<file path="config.mk">
export PLATFORM = sky130hd
export DESIGN_NAME = trigger_sequencer
export DESIGN_NICKNAME = d
export VERILOG_FILES = /design/src/common/trig_seq_pkg.sv /design/src/hdl/err_queue.sv /design/src/hdl/trigger_sequencer.sv
export SDC_FILE = /design/constraint.sdc
export NUM_CORES = 1
export LEC_CHECK = 0
export BUFFER_PORTS_ARGS = -buffer_cell sky130_fd_sc_hd__buf_2
export CORE_MARGIN = 2
export CORE_UTILIZATION = 41
export CTS_CLUSTER_SIZE = 14
export DETAILED_ROUTE_END_ITERATION = 7
export PLACE_DENSITY = 0.54
export SYNTH_ARGS = -nofsm -noshare
export SYNTH_HDL_FRONTEND = slang
export SYNTH_HIERARCHICAL = 1
export SYNTH_SLANG_ARGS = --single-unit
</file>
<file path="constraint.sdc">
create_clock -name REF_CLK -period 9.6 [get_ports REF_CLK]
set_clock_uncertainty 0.15 [all_clocks]
set_input_delay 1.44 -clock REF_CLK [delete_from_list [all_inputs] [get_ports REF_CLK]]
set_output_delay 1.44 -clock REF_CLK [all_outputs]
set_load 0.01 [all_outputs]
</file>
<file path="src/common/trig_seq_pkg.sv">
// Shared constants, register map and types of the trigger sequencer and error queue
package trig_seq_pkg;
	localparam int unsigned CLK_FREQ_HZ = 20_000_000;
	localparam int unsigned DELAY_TICK_US = 1;
	localparam int unsigned TICK_CYCLES = CLK_FREQ_HZ / 1_000_000 * DELAY_TICK_US;
	localparam int unsigned AC_AUTO_DELAY_US = 500_000;
	localparam int unsigned QUEUE_DEPTH = 30;

	localparam logic [23:0] COUNT_MIN = 24'h000001;
	localparam logic [23:0] COUNT_MAX = 24'hFFFFFF;
	localparam logic [23:0] DELAY_MIN_DC = 24'h000000;
	localparam logic [23:0] DELAY_MAX = 24'hFFFFFF;

	localparam logic [7:0] OFS_CTRL = 8'h00;
	localparam logic [7:0] OFS_COUNT = 8'h04;
	localparam logic [7:0] OFS_DELAY = 8'h08;
	localparam logic [7:0] OFS_AUTO = 8'h0C;
	localparam logic [7:0] OFS_CONFIG = 8'h10;
	localparam logic [7:0] OFS_STATUS = 8'h14;
	localparam logic [7:0] OFS_ERROR = 8'h18;
	localparam logic [7:0] OFS_DONE = 8'h1C;
	localparam logic [7:0] OFS_COUNT_MIN = 8'h20;
	localparam logic [7:0] OFS_COUNT_MAX = 8'h24;
	localparam logic [7:0] OFS_DELAY_MIN = 8'h28;
	localparam logic [7:0] OFS_DELAY_MAX = 8'h2C;

	localparam int CTRL_ARM = 0;
	localparam int CTRL_IMM = 1;
	localparam int CTRL_BUS_TRIG = 2;
	localparam int CTRL_CLEAR = 3;
	localparam int CTRL_FUNC_CMD = 4;
	localparam int CTRL_ABORT = 5;
	localparam int CTRL_FETCH = 6;
	localparam int AUTO_BIT = 0;
	localparam int SEL_LSB = 24;
	localparam int SEL_MSB = 25;
	localparam logic [1:0] SEL_MIN = 2'h1;
	localparam logic [1:0] SEL_MAX = 2'h2;

	typedef enum logic [1:0] {FUNC_DCV = 2'h0, FUNC_ACV = 2'h1, FUNC_RES = 2'h2} func_t;
	typedef enum logic [1:0] {SRC_IMM = 2'h0, SRC_BUS = 2'h1, SRC_HOLD = 2'h2, SRC_EXT = 2'h3} src_t;
	typedef struct packed {
		logic scan;
		src_t source;
		func_t func;
	} config_t;
	localparam int CFG_W = $bits(config_t);
	localparam config_t CFG_RESET = '{scan: 1'b0, source: SRC_IMM, func: FUNC_DCV};

	typedef struct packed {
		logic [15:0] code;
		logic [7:0] msg;
	} err_entry_t;
	localparam logic [15:0] ERR_CODE_NONE = 16'h0000;
	localparam logic [15:0] ERR_CODE_OVERFLOW = 16'hFEA2;
	localparam logic [7:0] MSG_NONE = 8'h00;
	localparam logic [7:0] MSG_OVERFLOW = 8'h01;
	localparam logic [7:0] MSG_OUT_OF_MEM = 8'h02;
	localparam logic [7:0] MSG_TRIG_IGNORED = 8'h03;

	typedef enum logic [1:0] {
		ST_IDLE = 2'b00,
		ST_WAIT = 2'b01,
		ST_DELAY = 2'b11,
		ST_MEAS = 2'b10
	} seq_state_t;
endpackage : trig_seq_pkg

</file>
<file path="src/hdl/err_queue.sv">
// First-in first-out error queue with overflow marker
`timescale 1ns/1ps
`default_nettype none
module err_queue (
	input wire logic clk,
	input wire logic srst,
	input wire logic push,
	input wire trig_seq_pkg::err_entry_t push_entry,
	input wire logic pop,
	input wire logic clear,
	output trig_seq_pkg::err_entry_t head,
	output logic [4:0] fill,
	output logic empty
);
	localparam logic [4:0] LAST = 5'(trig_seq_pkg::QUEUE_DEPTH - 1);
	localparam logic [4:0] FULL = 5'(trig_seq_pkg::QUEUE_DEPTH);
	localparam trig_seq_pkg::err_entry_t OVF_ENTRY = '{code: trig_seq_pkg::ERR_CODE_OVERFLOW,
		msg: trig_seq_pkg::MSG_OVERFLOW};

	trig_seq_pkg::err_entry_t slots [trig_seq_pkg::QUEUE_DEPTH];
	logic [4:0] rd_ptr, wr_ptr, wr_last, wr_addr;
	logic overflowed, full, do_pop, accept, mark;

	function automatic logic [4:0] wrap_inc(input logic [4:0] p);
		return (p == LAST) ? 5'h00 : p + 5'h01;
	endfunction : wrap_inc

	assign empty = (fill == 5'h00);
	assign full = (fill == FULL);
	assign do_pop = pop && !empty && !clear;
	// A pop in the same cycle frees the slot that a push into a full queue needs
	assign accept = push && (clear || !full || do_pop);
	assign mark = push && full && !do_pop && !overflowed && !clear;
	assign wr_last = (wr_ptr == 5'h00) ? LAST : wr_ptr - 5'h01;
	assign wr_addr = clear ? 5'h00 : (mark ? wr_last : wr_ptr);
	assign head = slots[rd_ptr];

	always_ff @(posedge clk) begin
		if (accept || mark) begin
			slots[wr_addr] <= mark ? OVF_ENTRY : push_entry;
		end
	end

	always_ff @(posedge clk) begin
		if (srst) begin
			rd_ptr <= 5'h00;
			wr_ptr <= 5'h00;
			fill <= 5'h00;
		end else if (clear) begin
			// An error arriving with the clear survives it
			rd_ptr <= 5'h00;
			wr_ptr <= push ? 5'h01 : 5'h00;
			fill <= push ? 5'h01 : 5'h00;
		end else begin
			if (do_pop) begin
				rd_ptr <= wrap_inc(rd_ptr);
			end
			if (accept) begin
				wr_ptr <= wrap_inc(wr_ptr);
			end
			fill <= fill + 5'(accept) - 5'(do_pop);
		end
	end

	always_ff @(posedge clk) begin
		if (srst || clear || do_pop) begin
			overflowed <= 1'b0;
		end else if (mark) begin
			overflowed <= 1'b1;
		end
	end
endmodule : err_queue
`default_nettype wire

</file>
<file path="src/hdl/trigger_sequencer.sv">
// Trigger sequencer with APB register file and error reporting
//
// Notes on behaviour
// - Every detected error enters the error queue
// - Queue read returns and removes oldest entry
// - Empty queue read returns code zero, no-error
// - Clear-status command empties the queue at once; here an error pushed in the same cycle is kept
// - Thirty entries; overflow marks newest, then drops
// - Trigger count ranges from one to 16777215
// - After programmed triggers, return to idle
// - Maximum count setting logs out-of-memory error
// - Scanning: count means channel-list passes
// - Function commands and reset set count one
// - Trigger delay holds 0 to 16.777215 seconds
// - Delay min depends on function; max fixed
// - Delay applied once per trigger, before start
// - Writing a delay turns automatic delay off
// - Automatic delay: zero DC/res, half second AC
// - Automatic-delay query reads one or zero
// - Immediate trigger only when waiting, bus/hold
// - Immediate trigger leaves trigger source unchanged
// - Immediate-trigger readings held until fetch
// - Count query returns current, min or max
// - Delay query returns current, min or max
// - External source fires on falling input edge
// - Hold source accepts only immediate trigger
//
// Chosen here: the APB slave port and the register offsets.
`timescale 1ns/1ps
`default_nettype none
module trigger_sequencer #(
	parameter int unsigned AC_AUTO_DELAY_US = trig_seq_pkg::AC_AUTO_DELAY_US,
	parameter logic [15:0] OUT_OF_MEM_CODE = 16'hFF00,
	parameter logic [15:0] TRIG_IGNORED_CODE = 16'hFF01
) (
	input wire logic REF_CLK,
	input wire logic SRST,
	input wire logic PSEL,
	input wire logic PENABLE,
	input wire logic PWRITE,
	input wire logic [7:0] PADDR,
	input wire logic [31:0] PWDATA,
	output logic [31:0] PRDATA,
	output logic PREADY,
	output logic PSLVERR,
	input wire logic EXT_TRIG,
	input wire logic MEAS_DONE,
	input wire logic ENG_ERR_PUSH,
	input wire trig_seq_pkg::err_entry_t ENG_ERR_ENTRY,
	output logic MEAS_START,
	output logic SCAN_MODE,
	output logic [1:0] FUNC_SEL,
	output logic ARMED,
	output logic ROUTE_TO_MEMORY,
	output logic FETCH_REQ
);
	localparam logic [4:0] TICK_LAST = 5'(trig_seq_pkg::TICK_CYCLES - 1);
	localparam logic [23:0] AC_DELAY = 24'(AC_AUTO_DELAY_US);
	localparam logic [31:0] NONE_WORD = {8'h00, trig_seq_pkg::ERR_CODE_NONE, trig_seq_pkg::MSG_NONE};

	trig_seq_pkg::seq_state_t st;
	trig_seq_pkg::config_t cfg;
	logic [23:0] trig_count, trig_delay, done_cnt, dcnt;
	logic [23:0] count_val, delay_val, delay_min, start_delay;
	logic auto_mode, tick;
	logic [4:0] tick_div;
	logic ext_s1, ext_s2, ext_prev, ext_fall;
	logic setup, acc, wr_acc, pop_armed, rd_err_acc, rd_mapped;
	logic ctrl_wr, count_wr, delay_wr, auto_wr, cfg_wr;
	logic arm_cmd, imm_cmd, bus_cmd, clear_cmd, func_cmd, abort_cmd, fetch_cmd;
	logic imm_ok, trig_fire, ign_evt, oom_evt, int_pend, q_push, q_empty;
	logic [31:0] rd_word;
	logic [4:0] q_fill;
	trig_seq_pkg::err_entry_t int_entry, q_entry, q_head;

	function automatic logic soft_source(input trig_seq_pkg::src_t s);
		return (s == trig_seq_pkg::SRC_BUS) || (s == trig_seq_pkg::SRC_HOLD);
	endfunction : soft_source

	function automatic logic [23:0] pick_value(input logic [1:0] sel, input logic [23:0] v,
		input logic [23:0] lo, input logic [23:0] hi);
		return (sel == trig_seq_pkg::SEL_MIN) ? lo : ((sel == trig_seq_pkg::SEL_MAX) ? hi : v);
	endfunction : pick_value

	// APB: no wait state; read data and error are captured at setup, so they come from flops
	assign setup = PSEL && !PENABLE;
	assign acc = PSEL && PENABLE && PREADY;
	assign wr_acc = acc && PWRITE && !PSLVERR;
	assign ctrl_wr = wr_acc && (PADDR == trig_seq_pkg::OFS_CTRL);
	assign count_wr = wr_acc && (PADDR == trig_seq_pkg::OFS_COUNT);
	assign delay_wr = wr_acc && (PADDR == trig_seq_pkg::OFS_DELAY);
	assign auto_wr = wr_acc && (PADDR == trig_seq_pkg::OFS_AUTO);
	assign cfg_wr = wr_acc && (PADDR == trig_seq_pkg::OFS_CONFIG);
	assign arm_cmd = ctrl_wr && PWDATA[trig_seq_pkg::CTRL_ARM];
	assign imm_cmd = ctrl_wr && PWDATA[trig_seq_pkg::CTRL_IMM];
	assign bus_cmd = ctrl_wr && PWDATA[trig_seq_pkg::CTRL_BUS_TRIG];
	assign clear_cmd = ctrl_wr && PWDATA[trig_seq_pkg::CTRL_CLEAR];
	assign func_cmd = ctrl_wr && PWDATA[trig_seq_pkg::CTRL_FUNC_CMD];
	assign abort_cmd = ctrl_wr && PWDATA[trig_seq_pkg::CTRL_ABORT];
	assign fetch_cmd = ctrl_wr && PWDATA[trig_seq_pkg::CTRL_FETCH];
	assign rd_err_acc = acc && !PWRITE && pop_armed;

	assign delay_min = (cfg.func == trig_seq_pkg::FUNC_ACV) ? AC_DELAY : trig_seq_pkg::DELAY_MIN_DC;
	assign count_val = pick_value(PWDATA[trig_seq_pkg::SEL_MSB:trig_seq_pkg::SEL_LSB],
		PWDATA[23:0], trig_seq_pkg::COUNT_MIN, trig_seq_pkg::COUNT_MAX);
	assign delay_val = pick_value(PWDATA[trig_seq_pkg::SEL_MSB:trig_seq_pkg::SEL_LSB],
		PWDATA[23:0], delay_min, trig_seq_pkg::DELAY_MAX);
	assign start_delay = auto_mode ? delay_min : trig_delay;

	assign ext_fall = ext_prev && !ext_s2;
	assign imm_ok = (st == trig_seq_pkg::ST_WAIT) && soft_source(cfg.source);
	// Hold and external sources never see the bus trigger; hold sees only the immediate one
	assign trig_fire = (st == trig_seq_pkg::ST_WAIT) && !abort_cmd && (
		(cfg.source == trig_seq_pkg::SRC_IMM) ||
		(cfg.source == trig_seq_pkg::SRC_EXT && ext_fall) ||
		(cfg.source == trig_seq_pkg::SRC_BUS && bus_cmd) ||
		(imm_cmd && imm_ok));
	assign ign_evt = (imm_cmd && !imm_ok) ||
		(bus_cmd && !(st == trig_seq_pkg::ST_WAIT && cfg.source == trig_seq_pkg::SRC_BUS));
	assign oom_evt = count_wr && (count_val == trig_seq_pkg::COUNT_MAX);
	assign tick = (tick_div == TICK_LAST);

	// The engine has the queue port first; an internal error waits until the engine push ends
	assign q_push = ENG_ERR_PUSH || int_pend;
	assign q_entry = ENG_ERR_PUSH ? ENG_ERR_ENTRY : int_entry;

	always_ff @(posedge REF_CLK) begin
		if (SRST) begin
			ext_s1 <= 1'b1;
			ext_s2 <= 1'b1;
			ext_prev <= 1'b1;
		end else begin
			ext_s1 <= EXT_TRIG;
			ext_s2 <= ext_s1;
			ext_prev <= ext_s2;
		end
	end

	always_ff @(posedge REF_CLK) begin
		if (SRST || trig_fire || tick) begin
			tick_div <= 5'h00;
		end else begin
			tick_div <= tick_div + 5'h01;
		end
	end

	always_ff @(posedge REF_CLK) begin
		if (SRST) begin
			st <= trig_seq_pkg::ST_IDLE;
			done_cnt <= 24'h000000;
			dcnt <= 24'h000000;
		end else if (abort_cmd) begin
			st <= trig_seq_pkg::ST_IDLE;
		end else begin
			case (st)
				trig_seq_pkg::ST_IDLE: begin
					if (arm_cmd) begin
						st <= trig_seq_pkg::ST_WAIT;
						done_cnt <= 24'h000000;
					end
				end
				trig_seq_pkg::ST_WAIT: begin
					if (trig_fire) begin
						st <= trig_seq_pkg::ST_DELAY;
						dcnt <= start_delay;
					end
				end
				trig_seq_pkg::ST_DELAY: begin
					if (dcnt == 24'h000000) begin
						st <= trig_seq_pkg::ST_MEAS;
					end else if (tick) begin
						dcnt <= dcnt - 24'h000001;
					end
				end
				trig_seq_pkg::ST_MEAS: begin
					// One done per burst, or per full channel-list pass when scanning
					if (MEAS_DONE) begin
						done_cnt <= done_cnt + 24'h000001;
						// Compare with >= so a count lowered mid-run still ends the run
						st <= (done_cnt + 24'h000001 >= trig_count) ?
							trig_seq_pkg::ST_IDLE : trig_seq_pkg::ST_WAIT;
					end
				end
				default: st <= trig_seq_pkg::ST_IDLE;
			endcase
		end
	end

	always_ff @(posedge REF_CLK) begin
		if (SRST) begin
			MEAS_START <= 1'b0;
			ARMED <= 1'b0;
		end else begin
			MEAS_START <= (st == trig_seq_pkg::ST_DELAY) && (dcnt == 24'h000000) && !abort_cmd;
			ARMED <= (st == trig_seq_pkg::ST_WAIT);
		end
	end

	always_ff @(posedge REF_CLK) begin
		if (SRST || func_cmd) begin
			trig_count <= trig_seq_pkg::COUNT_MIN;
		end else if (count_wr && count_val != 24'h000000) begin
			trig_count <= count_val;
		end
	end

	always_ff @(posedge REF_CLK) begin
		if (SRST) begin
			trig_delay <= trig_seq_pkg::DELAY_MIN_DC;
			auto_mode <= 1'b1;
		end else if (delay_wr) begin
			trig_delay <= delay_val;
			auto_mode <= 1'b0;
		end else if (auto_wr) begin
			auto_mode <= PWDATA[trig_seq_pkg::AUTO_BIT];
		end
	end

	// The immediate trigger never touches the source field
	always_ff @(posedge REF_CLK) begin
		if (SRST) begin
			cfg <= trig_seq_pkg::CFG_RESET;
		end else if (func_cmd) begin
			cfg.source <= trig_seq_pkg::SRC_IMM;
		end else if (cfg_wr) begin
			cfg <= trig_seq_pkg::config_t'(PWDATA[trig_seq_pkg::CFG_W-1:0]);
		end
	end

	always_ff @(posedge REF_CLK) begin
		if (SRST) begin
			SCAN_MODE <= 1'b0;
			FUNC_SEL <= 2'h0;
			FETCH_REQ <= 1'b0;
		end else begin
			SCAN_MODE <= cfg.scan;
			FUNC_SEL <= cfg.func;
			FETCH_REQ <= fetch_cmd;
		end
	end

	always_ff @(posedge REF_CLK) begin
		if (SRST) begin
			ROUTE_TO_MEMORY <= 1'b0;
		end else if (imm_cmd && imm_ok) begin
			ROUTE_TO_MEMORY <= 1'b1;
		end else if (fetch_cmd) begin
			ROUTE_TO_MEMORY <= 1'b0;
		end
	end

	always_ff @(posedge REF_CLK) begin
		if (SRST) begin
			int_pend <= 1'b0;
			int_entry <= '{code: trig_seq_pkg::ERR_CODE_NONE, msg: trig_seq_pkg::MSG_NONE};
		end else if (oom_evt) begin
			int_pend <= 1'b1;
			int_entry <= '{code: OUT_OF_MEM_CODE, msg: trig_seq_pkg::MSG_OUT_OF_MEM};
		end else if (ign_evt) begin
			int_pend <= 1'b1;
			int_entry <= '{code: TRIG_IGNORED_CODE, msg: trig_seq_pkg::MSG_TRIG_IGNORED};
		end else if (!ENG_ERR_PUSH) begin
			int_pend <= 1'b0;
		end
	end

	always_comb begin
		rd_mapped = 1'b1;
		case (PADDR)
			trig_seq_pkg::OFS_CTRL: rd_word = 32'h00000000;
			trig_seq_pkg::OFS_COUNT: rd_word = {8'h00, trig_count};
			trig_seq_pkg::OFS_DELAY: rd_word = {8'h00, start_delay};
			trig_seq_pkg::OFS_AUTO: rd_word = {31'h00000000, auto_mode};
			trig_seq_pkg::OFS_CONFIG: rd_word = {27'h0000000, cfg};
			trig_seq_pkg::OFS_STATUS: rd_word = {19'h00000, q_fill, 3'h0, ROUTE_TO_MEMORY, 2'h0, st};
			trig_seq_pkg::OFS_ERROR: rd_word = q_empty ? NONE_WORD : {8'h00, q_head};
			trig_seq_pkg::OFS_DONE: rd_word = {8'h00, done_cnt};
			trig_seq_pkg::OFS_COUNT_MIN: rd_word = {8'h00, trig_seq_pkg::COUNT_MIN};
			trig_seq_pkg::OFS_COUNT_MAX: rd_word = {8'h00, trig_seq_pkg::COUNT_MAX};
			trig_seq_pkg::OFS_DELAY_MIN: rd_word = {8'h00, delay_min};
			trig_seq_pkg::OFS_DELAY_MAX: rd_word = {8'h00, trig_seq_pkg::DELAY_MAX};
			default: begin
				rd_word = 32'h00000000;
				rd_mapped = 1'b0;
			end
		endcase
	end

	// Pop is armed at setup so an error landing mid-transfer is never removed unread
	always_ff @(posedge REF_CLK) begin
		if (SRST) begin
			PREADY <= 1'b0;
			PRDATA <= 32'h00000000;
			PSLVERR <= 1'b0;
			pop_armed <= 1'b0;
		end else if (setup) begin
			PREADY <= 1'b1;
			PRDATA <= PWRITE ? 32'h00000000 : rd_word;
			PSLVERR <= !rd_mapped;
			pop_armed <= !PWRITE && (PADDR == trig_seq_pkg::OFS_ERROR) && !q_empty;
		end else if (acc) begin
			PREADY <= 1'b0;
			PSLVERR <= 1'b0;
			pop_armed <= 1'b0;
		end
	end

	err_queue u_err_queue (
		.clk(REF_CLK),
		.srst(SRST),
		.push(q_push),
		.push_entry(q_entry),
		.pop(rd_err_acc),
		.clear(clear_cmd),
		.head(q_head),
		.fill(q_fill),
		.empty(q_empty)
	);
endmodule : trigger_sequencer
`default_nettype wire

</file>
==> flow_summary.json, run 1 <==
{
  "status": "finished, final reports clean",
  "max_freq_mhz": 188,
  "grt_remaining_overflow": 0,
  "placed_area_um2": 40300,
  "core-area_um2": 91900,
  "setup_tns_ps": 0,
  "endpoint_kind": "flip-flop",
  "relSlewSlack_pct": 14.4,
  "final_cell_area_um2": 43500,
  "power_frac_seq_pct": 51.3,
  "drv_cap": 0,
  "tightest_slew_ps": 1280,
  "period_share_pct": 55.4,
  "grt_pass1_wl_um": 158000,
  "final_common_cell": "edfxtp_1",
  "io_pins": 113,
  "crit_start": "PADDR[5]",
  "ys_warn_count": 6,
  "worstPathRequired_ps": 9810,
  "switching_share_pct": 21.4,
  "p_leak_uw": 0.0140,
  "slew_violations": 0,
  "cts_buffers": 96,
  "cts.reportedPaths.clkPinSlew_ps": 60,
  "syn_to_final_growth_pct": 14.2,
  "asyncSetResetFlopFracSynth_pct": 0,
  "drtPass1Iterations": 6,
  "grt_pass1_vias": 23400,
  "syn_area_um2": 38100,
  "cts-resized-gates": 0,
  "hp-start": "ext_s1",
  "p_comb_share_pct": 3.2,
  "critPathMaxFanout": 17,
  "layout_common_cells": "edfxtp_1, nand2_1, dfxtp_1, mux4_2, a21oi_1",
  "viasPerCell": 5.92,
  "synth.yosys.seq_area_share_pct": 65.6,
  "portBuffers": 98,
  "p_switching_uw": 1750,
  "start_util_pct": 41.5,
  "drc": 0,
  "synthFlopType": "edfxtp_1",
  "internal_power_uw": 6450,
  "final_antenna_net_count": 0,
  "clk_latency_ps": 690,
  "drt_iter0_drc": 2512,
  "post_cts_buffers": 0,
  "met3_usage_pct": 3.47,
  "routed-via-count": 23800,
  "crit_type": "in2reg",
  "synth_edf_count": 720,
  "dp_hpwl_um": 69500,
  "place_congestion": 0.884,
  "die_area_um2": 95400,
  "fin_nets": 2818,
  "reg2reg_from": "done_cnt[0]",
  "pwr-share-clk_pct": 45.5,
  "routedWlPerCell_um": 27.0,
  "clk_path_buf_depth": 3,
  "power_density_nw_per_um2": 188,
  "busiest_layer": "met2",
  "grtUsageMet2_pct": 36.3,
  "rsz0062_at_grt": "false",
  "wl_um": 109000,
  "min_path_type": "reg2reg",
  "avgSynthCellArea_um2": 14.7,
  "cts_root_buffer": "clkbuf_16",
  "track_usage_pct": 22.6,
  "synth_cells": 2585,
  "die_y_um": 309,
  "cp.arrival_ps": 5530,
  "die_x_um": 309,
  "grt_max_degree": 117,
  "cts_tree": "done",
  "setup_viol": 0,
  "clock-sinks": 890,
  "cts_hold_buf": 0,
  "antenna_found_initial": 5,
  "final-hold-violation-count": 0,
  "drive_gt1_share_pct": 22.3,
  "fp-row-count": 111,
  "ys_types": 97,
  "cp-start-kind": "input port",
  "timing.final.crit_period_ps": 5320,
  "met1_usage_pct": 31.6,
  "htree_levels": 3,
  "ir_drop_v": 0.000146,
  "ys_ff_latch": 890
}
registers in the layout (all words and copies together), names as in the netlist, 2 cells and up, named ones only:
register and flops:
tick_div 5, FUNC_SEL 2, u_err_queue/wr_ptr 5, u_err_queue/rd_ptr 5
trig_delay 24, u_err_queue/slots 720, cfg 5, PRDATA 24
int_entry 2, u_err_queue/fill 5, trig_count 24, done_cnt 24
dcnt 24, st 2
layout make-up:
class                   instances  area, µm²
diodes                          1       2.50
well taps                    1243       1560
fillers                      8047      48400
repair buffers                181       1140
multi-input cells            1475      12400
clock inverters                62        678
clock buffers                 116       2530
flip-flops and latches        890      25000
inverters                      59        221
synthesized netlist by cell type (all sizes together), types with 25 or more instances:
cell | number | area [µm²]
edfxtp | 720 | 21600
nand2 | 176 | 663
dfxtp | 170 | 3400
mux4 | 145 | 3270
a21oi | 127 | 636
nor2 | 117 | 442
o21ai | 98 | 490
clkbuf | 87 | 327
buf | 81 | 479
inv | 58 | 218
mux2i | 55 | 551
nor4 | 53 | 403
mux2 | 49 | 552
ha | 42 | 526
nand3 | 41 | 210
a22oi | 40 | 300
nor3 | 37 | 185
a211oi | 33 | 253
and2 | 33 | 209
nor2b | 33 | 206
nand4 | 29 | 188
o22ai | 25 | 156
power groups by stage:
| stage | combinational, µW | sequential (µW) | clock (µW) |
|---|---|---|---|
| 2_1_floorplan | 146 | 4290 | 0 |
| 3_3_place_gp | 254 | 4290 | 0 |
| 3_5_place_dp | 262 | 4290 | 0 |
| 4_1_cts | 263 | 4210 | 3810 |
| 5_1_grt | 284 | 4210 | 3940 |
| 6_report | 261 | 4210 | 3730 |
cell families after synthesis:
group,count (synthesis),synth area share (%)
AOI/OAI and AO/OA,497,8.77
DFF,890,65.6
and+or+nand+nor,626,8.75
other,1,0.00984
adders and majority gates,57,1.80
muxes,249,11.5
xor gates and xnor gates,38,0.873
buffers and inverters,227,2.69
worst paths after layout:
| check | slack [ps] | to | cells after the start |
|---|---|---|---|
| worst max-delay path | 4280 | u_err_queue/slots[8][18] | 10 |
| worst min-delay path | 260 | ext_s2 | 1 |
| worst max register to register | 4800 | st[0] | 13 |
| worst min register to register | 260 | ext_s2 | 1 |
metal layers:
layer	part of all wire, %	vias up
met2	47	928
met4	3.0	4
li1	-	10400
met1	43	12300
met3	6.8	165
met5	0.022	-
worst max-delay path, stage by stage:
cell and delay (ps):
buf_2 140, or4_1 790, nor4_4 520, and2_1 230, buf_4 280, inv_1 190
o41ai_2 110, nor2_2 300, nor4_4 1080, buf_4 410
through the flow:
| stage | hold slack, ps | std cells | utilization, % | setup WS (ps) | total power (µW) |
|---|---|---|---|---|---|
| global placement | 250 | 3848 | 43.9 | 3720 | 4540 |
| finish | 259 | 4027 | 47.4 | 4280 | 8200 |
| global route | 277 | 4026 | 47.4 | 4150 | 8430 |
| floorplan | 239 | 2592 | - | 3320 | 4430 |
| CTS | 263 | 4026 | 47.4 | 4330 | 8280 |
| detailed placement | 249 | 3848 | 43.9 | 3610 | 4550 |
No activity file was read; power rests on OpenSTA's default activity.
==> run 2, diff against run 1 <==
==> constraint.sdc (replaced) <==
create_clock -name REF_CLK -period 5.13 [get_ports REF_CLK]
set_clock_uncertainty 0.15 [all_clocks]
set_input_delay 0.7695 -clock REF_CLK [delete_from_list [all_inputs] [get_ports REF_CLK]]
set_output_delay 0.7695 -clock REF_CLK [all_outputs]
set_load 0.01 [all_outputs]
==> flow_summary.json, run 2 (synthesis gave the netlist of run 1 again) <==
{
  "routedWlPerCell_um": 26.9,
  "cts_buffers": 95,
  "period_share_pct": 85.8,
  "die_area_um2": 95400,
  "p_comb_share_pct": 3.3,
  "crit_family": "simple AND/OR/NAND/NOR gates",
  "rrSetupSlack_ps": 730,
  "largest_reg_flops": 720,
  "fp-row-count": 111,
  "core-area_um2": 91900,
  "slew_violations": 0,
  "relSlewSlack_pct": 15.9,
  "min_path_type": "in2reg",
  "rsz0062_at_grt": "false",
  "max_freq_mhz": 227,
  "internal_power_uw": 12300,
  "num-fill-cells": 7936,
  "power_frac_seq_pct": 50.5,
  "htree_levels": 3,
  "viasPerCell": 5.84,
  "placed_area_um2": 40800,
  "final_common_cell": "edfxtp_1",
  "cp_slowest_cell": "nor3_1",
  "r2r_cells": 13,
  "ir_drop_v": 0.000261,
  "portBuffers": 98,
  "crit_path_max_incr_delay_ps": 510,
  "drt_iter0_drc": 2265,
  "grt_remaining_overflow": 0,
  "reg2reg_from": "done_cnt[0]",
  "crit_type": "reg2reg",
  "antennaDiodeCount": 0,
  "setup_viol": 0,
  "syn_to_final_growth_pct": 15.8,
  "routed-via-count": 23800,
  "cts_root_buffer": "clkbuf_16",
  "cts_tree": "done",
  "die_x_um": 309,
  "tightest_slew_ps": 1260,
  "grt_pass1_vias": 23700,
  "drc": 0,
  "cp.arrival_ps": 4810,
  "crit_chain": "ha_1 > nand3_1 > or2_2 > nor3_1 > nand4_1 > xnor2_1 > ha_1 > and2_0 > a221o_1 > a2111oi_0 > o21ai_0 > o211a_1 > nor4_1",
  "final_antenna_net_count": 0,
  "wl_um": 110000,
  "grt_max_degree": 59,
  "antenna_found_initial": 1,
  "fin_nets": 2865,
  "final_cell_area_um2": 44100,
  "final-hold-violation-count": 0,
  "clk_path_buf_depth": 3,
  "top_register": "u_err_queue/slots",
  "drive_gt1_share_pct": 23.9,
  "worstPathRequired_ps": 5540,
  "cp-start-kind": "flip-flop",
  "whs_ps": 144,
  "cts_hold_buf": 0,
  "status": "finished, final reports clean",
  "hp-start": "EXT_TRIG",
  "dp_hpwl_um": 74900,
  "p_leak_uw": 0.0143,
  "place_congestion": 0.941,
  "p_switching_uw": 3280,
  "endpoint_kind": "flip-flop",
  "worst-path-buf-inv": 0,
  "layout_common_cells": "edfxtp_1, nand2_1, dfxtp_1, mux4_2",
  "utilization_pct": 48.0,
  "cts-resized-gates": 0,
  "clk_latency_ps": 660,
  "die_y_um": 309,
  "drtPass1Iterations": 5,
  "cpMostUsedCell": "ha_1",
  "io_pins": 113,
  "drv_cap": 0,
  "regToRegEndpoint": "st[0]",
  "post_cts_buffers": 0,
  "pwr-share-clk_pct": 46.2,
  "timing.final.crit_period_ps": 4400,
  "cts.reportedPaths.clkPinSlew_ps": 70,
  "critPathMaxFanout": 7,
  "min_path_cells": 2,
  "power_density_nw_per_um2": 353,
  "switching_share_pct": 21.1,
  "hold_end": "ext_s1",
  "grt_pass1_wl_um": 160000,
  "start_util_pct": 41.5,
  "track_usage_pct": 22.9,
  "clock-sinks": 890
}
[run 2: cell count changes in the layout (fill, tap and decap cells not counted), moves of 4 or more]
cell / previous run / this run
nor4_4: 7 / 18
clkinv_2: 22 / 18
bufinv_16: 11 / 16
clkinv_1: 20 / 16
nor4_2: 28 / 17
buf_4: 82 / 126
[run 2: per-layer routing]
| layer | up-vias | wire, µm | share of wire, % | GRT usage, % |
|---|---|---|---|---|
| li1 | 10500 | - | - | - |
| met1 | 12300 | 46200 | 42 | 30.5 |
| met2 | 838 | 53900 | 49 | 39.0 |
| met3 | 168 | 5940 | 5.4 | 2.88 |
| met4 | 0 | 3500 | 3.2 | 7.65 |
| met5 | - | 0 | 0 | 0 |
[run 2: power by group through the flow]
| stage | Combinational [µW] | Clock, µW | Sequential (µW) |
|---|---|---|---|
| finish | 517 | 7210 | 7870 |
| global route | 554 | 7620 | 7870 |
| CTS | 519 | 7350 | 7870 |
| detailed placement | 516 | 0 | 8030 |
| global placement | 504 | 0 | 8020 |
| floorplan | 275 | 0 | 8020 |
[run 2: cell type report]
cell class | instances | area (µm²) | share of cell area, %
tap | 1243 | 1560 | 3.52
clock buffer | 113 | 2520 | 5.71
inverter | 59 | 221 | 0.502
clock inverter | 64 | 783 | 1.78
sequential | 890 | 25000 | 56.7
timing repair buffer | 229 | 1540 | 3.48
multi-input combinational | 1475 | 12500 | 28.3
[run 2: how the worst max path moves through the flow]
stage	start	depth (start not counted)	endpoint
floorplan	PADDR[0]	10	u_err_queue/slots[0][0]
global placement	PADDR[3]	15	u_err_queue/fill[4]
detailed placement	PADDR[3]	15	u_err_queue/fill[4]
CTS	done_cnt[0]	13	st[0]
global route	done_cnt[0]	13	st[0]
finish	done_cnt[0]	13	st[0]
[run 2: per-stage QoR]
step | total power, µW | instances | setup slack, ps | setup TNS [ps]
finish | 15600 | 4073 | 730 | 0
global route | 16000 | 4073 | 334 | 0
CTS | 15700 | 4073 | 773 | 0
detailed placement | 8540 | 3896 | 842 | 0
global placement | 8530 | 3896 | 782 | 0
floorplan | 8290 | 2592 | -484 | -134770
[run 2: worst register-to-register path, cell delays in order, from the launching register on]
cell and delay, ps:
dfxtp_1 470, ha_1 280, nand3_1 150, or2_2 360
nor3_1 510, nand4_1 270, xnor2_1 190, ha_1 270
and2_0 150, a221o_1 290, a2111oi_0 470, o21ai_0 210
o211a_1 350, nor4_1 210
==> run 3, diff against run 2 <==
--- a/config.mk
+++ b/config.mk
@@ -11,6 +11,8 @@
 export CTS_CLUSTER_SIZE = 14
 export DETAILED_ROUTE_END_ITERATION = 7
 export PLACE_DENSITY = 0.54
+export RECOVER_POWER = 25
+export SKIP_CTS_REPAIR_TIMING = 1
 export SYNTH_ARGS = -nofsm -noshare
 export SYNTH_HDL_FRONTEND = slang
 export SYNTH_HIERARCHICAL = 1
==> flow_summary.json, run 3 (synthesis gave the netlist of run 1 again) <==
{
  "grt_remaining_overflow": 0,
  "utilization_pct": 47.9,
  "reg2reg_from": "done_cnt[0]",
  "grt_max_degree": 59,
  "fin_nets": 2865,
  "clk_path_buf_depth": 3,
  "cpMostUsedCell": "clkbuf_1",
  "die_x_um": 309,
  "routedWlPerCell_um": 26.9,
  "tightest_slew_ps": 2970,
  "grt_pass1_wl_um": 160000,
  "max_freq_mhz": 212,
  "cts_tree": "done",
  "regToRegEndpoint": "st[0]",
  "p_total_uw": 15600,
  "worst-path-buf-inv": 4,
  "relSlewSlack_pct": -98.1,
  "cts_buffers": 95,
  "crit_chain": "clkbuf_1 > or4_1 > nor4_1 > and2_0 > clkbuf_1 > nor3b_2 > clkbuf_1 > nor2b_2 > clkbuf_2",
  "portBuffers": 98,
  "slew_violations": 203,
  "htree_levels": 3,
  "setup_tns_ps": 0,
  "clk_latency_ps": 660,
  "top_register": "u_err_queue/slots",
  "endpoint_kind": "flip-flop",
  "antenna_found_initial": 1,
  "io_pins": 113,
  "worstPathRequired_ps": 5330,
  "drive_gt1_share_pct": 22.1,
  "routed-via-count": 23800,
  "cp.arrival_ps": 4930,
  "start_util_pct": 41.5,
  "cts.reportedPaths.clkPinSlew_ps": 60,
  "crit_start": "PADDR[3]",
  "timing.final.crit_period_ps": 4720,
  "final_cells": 4075,
  "setup_viol": 0,
  "cts_root_buffer": "clkbuf_16",
  "drtPass1Iterations": 5,
  "clock-sinks": 890,
  "r2r_cells": 13,
  "placed_area_um2": 40800,
  "final-hold-violation-count": 0,
  "die_area_um2": 95400,
  "wl_um": 110000,
  "violations": "capacitance limit, slew limit",
  "rrSetupSlack_ps": 750,
  "drt_iter0_drc": 2205,
  "syn_to_final_growth_pct": 15.4,
  "fp-row-count": 111,
  "dp_hpwl_um": 74900,
  "cp_slowest_cell": "clkbuf_1",
  "viasPerCell": 5.85,
  "final_cell_area_um2": 44000,
  "place_congestion": 0.941,
  "worstSetupEndpoint": "u_err_queue/slots[1][12]",
  "grt_pass1_vias": 23700,
  "crit_type": "in2reg",
  "cp-start-kind": "input port",
  "period_share_pct": 92.1,
  "drv_cap": 6,
  "drc": 0,
  "dp_cells": 3896,
  "power_density_nw_per_um2": 354,
  "final_common_cell": "edfxtp_1",
  "status": "finished with violations",
  "final_antenna_net_count": 0,
  "crit_path_max_incr_delay_ps": 800,
  "layout_common_cells": "edfxtp_1, nand2_1, dfxtp_1, mux4_2, a21oi_1",
  "p_leak_uw": 0.0141,
  "rsz0062_at_grt": "false",
  "critPathMaxFanout": 30,
  "largest_reg_flops": 720,
  "track_usage_pct": 22.9,
  "core-area_um2": 91900,
  "ir_drop_v": 0.000261,
  "cp_num_cells": 9,
  "die_y_um": 309,
  "crit_family": "buffers and inverters",
  "min_path_type": "in2reg"
}
[run 3: how the worst min path moves through the flow]
stage | from | end | slack (ps) | cells past startpoint
3_5_place_dp | ext_s1 | ext_s2 | 260 | 1
6_report | EXT_TRIG | ext_s1 | 140 | 2
3_3_place_gp | ext_s1 | ext_s2 | 260 | 1
5_1_grt | EXT_TRIG | ext_s1 | 140 | 2
2_1_floorplan | ext_s1 | ext_s2 | 240 | 1
4_1_cts | EXT_TRIG | ext_s1 | 100 | 2
[run 3: report_power, final]
| part | total, µW | switching, µW | internal [µW] |
|---|---|---|---|
| clock | 7210 | 2890 | 4320 |
| combinational | 511 | 370 | 140 |
| sequential | 7870 | 28.6 | 7850 |
| total | 15600 | 3280 | 12300 |
[run 3: area by class of cell]
class                      instances  area (µm²)
antenna                            2        5.00
clock buffer                     113        2520
clock inverter                    64         783
fill                            7966       47900
inverter                          59         221
multi-input combinational       1475       12400
sequential                       890       25000
tap                             1243        1560
timing repair buffer             229        1450
[run 3: through the flow]
stage               setup slack, ps  hold slack [ps]
finish                          407              143
global route                    168              142
CTS                             773              102
detailed placement              842              259
global placement                782              256
floorplan                      -484              239
[run 3: metal layers]
metal	track usage, %	part of all wire, %	up-vias
met5	0	0	-
met2	39.0	49	847
li1	-	-	10500
met1	30.5	42	12300
met4	7.65	3.2	0
met3	2.88	5.7	169
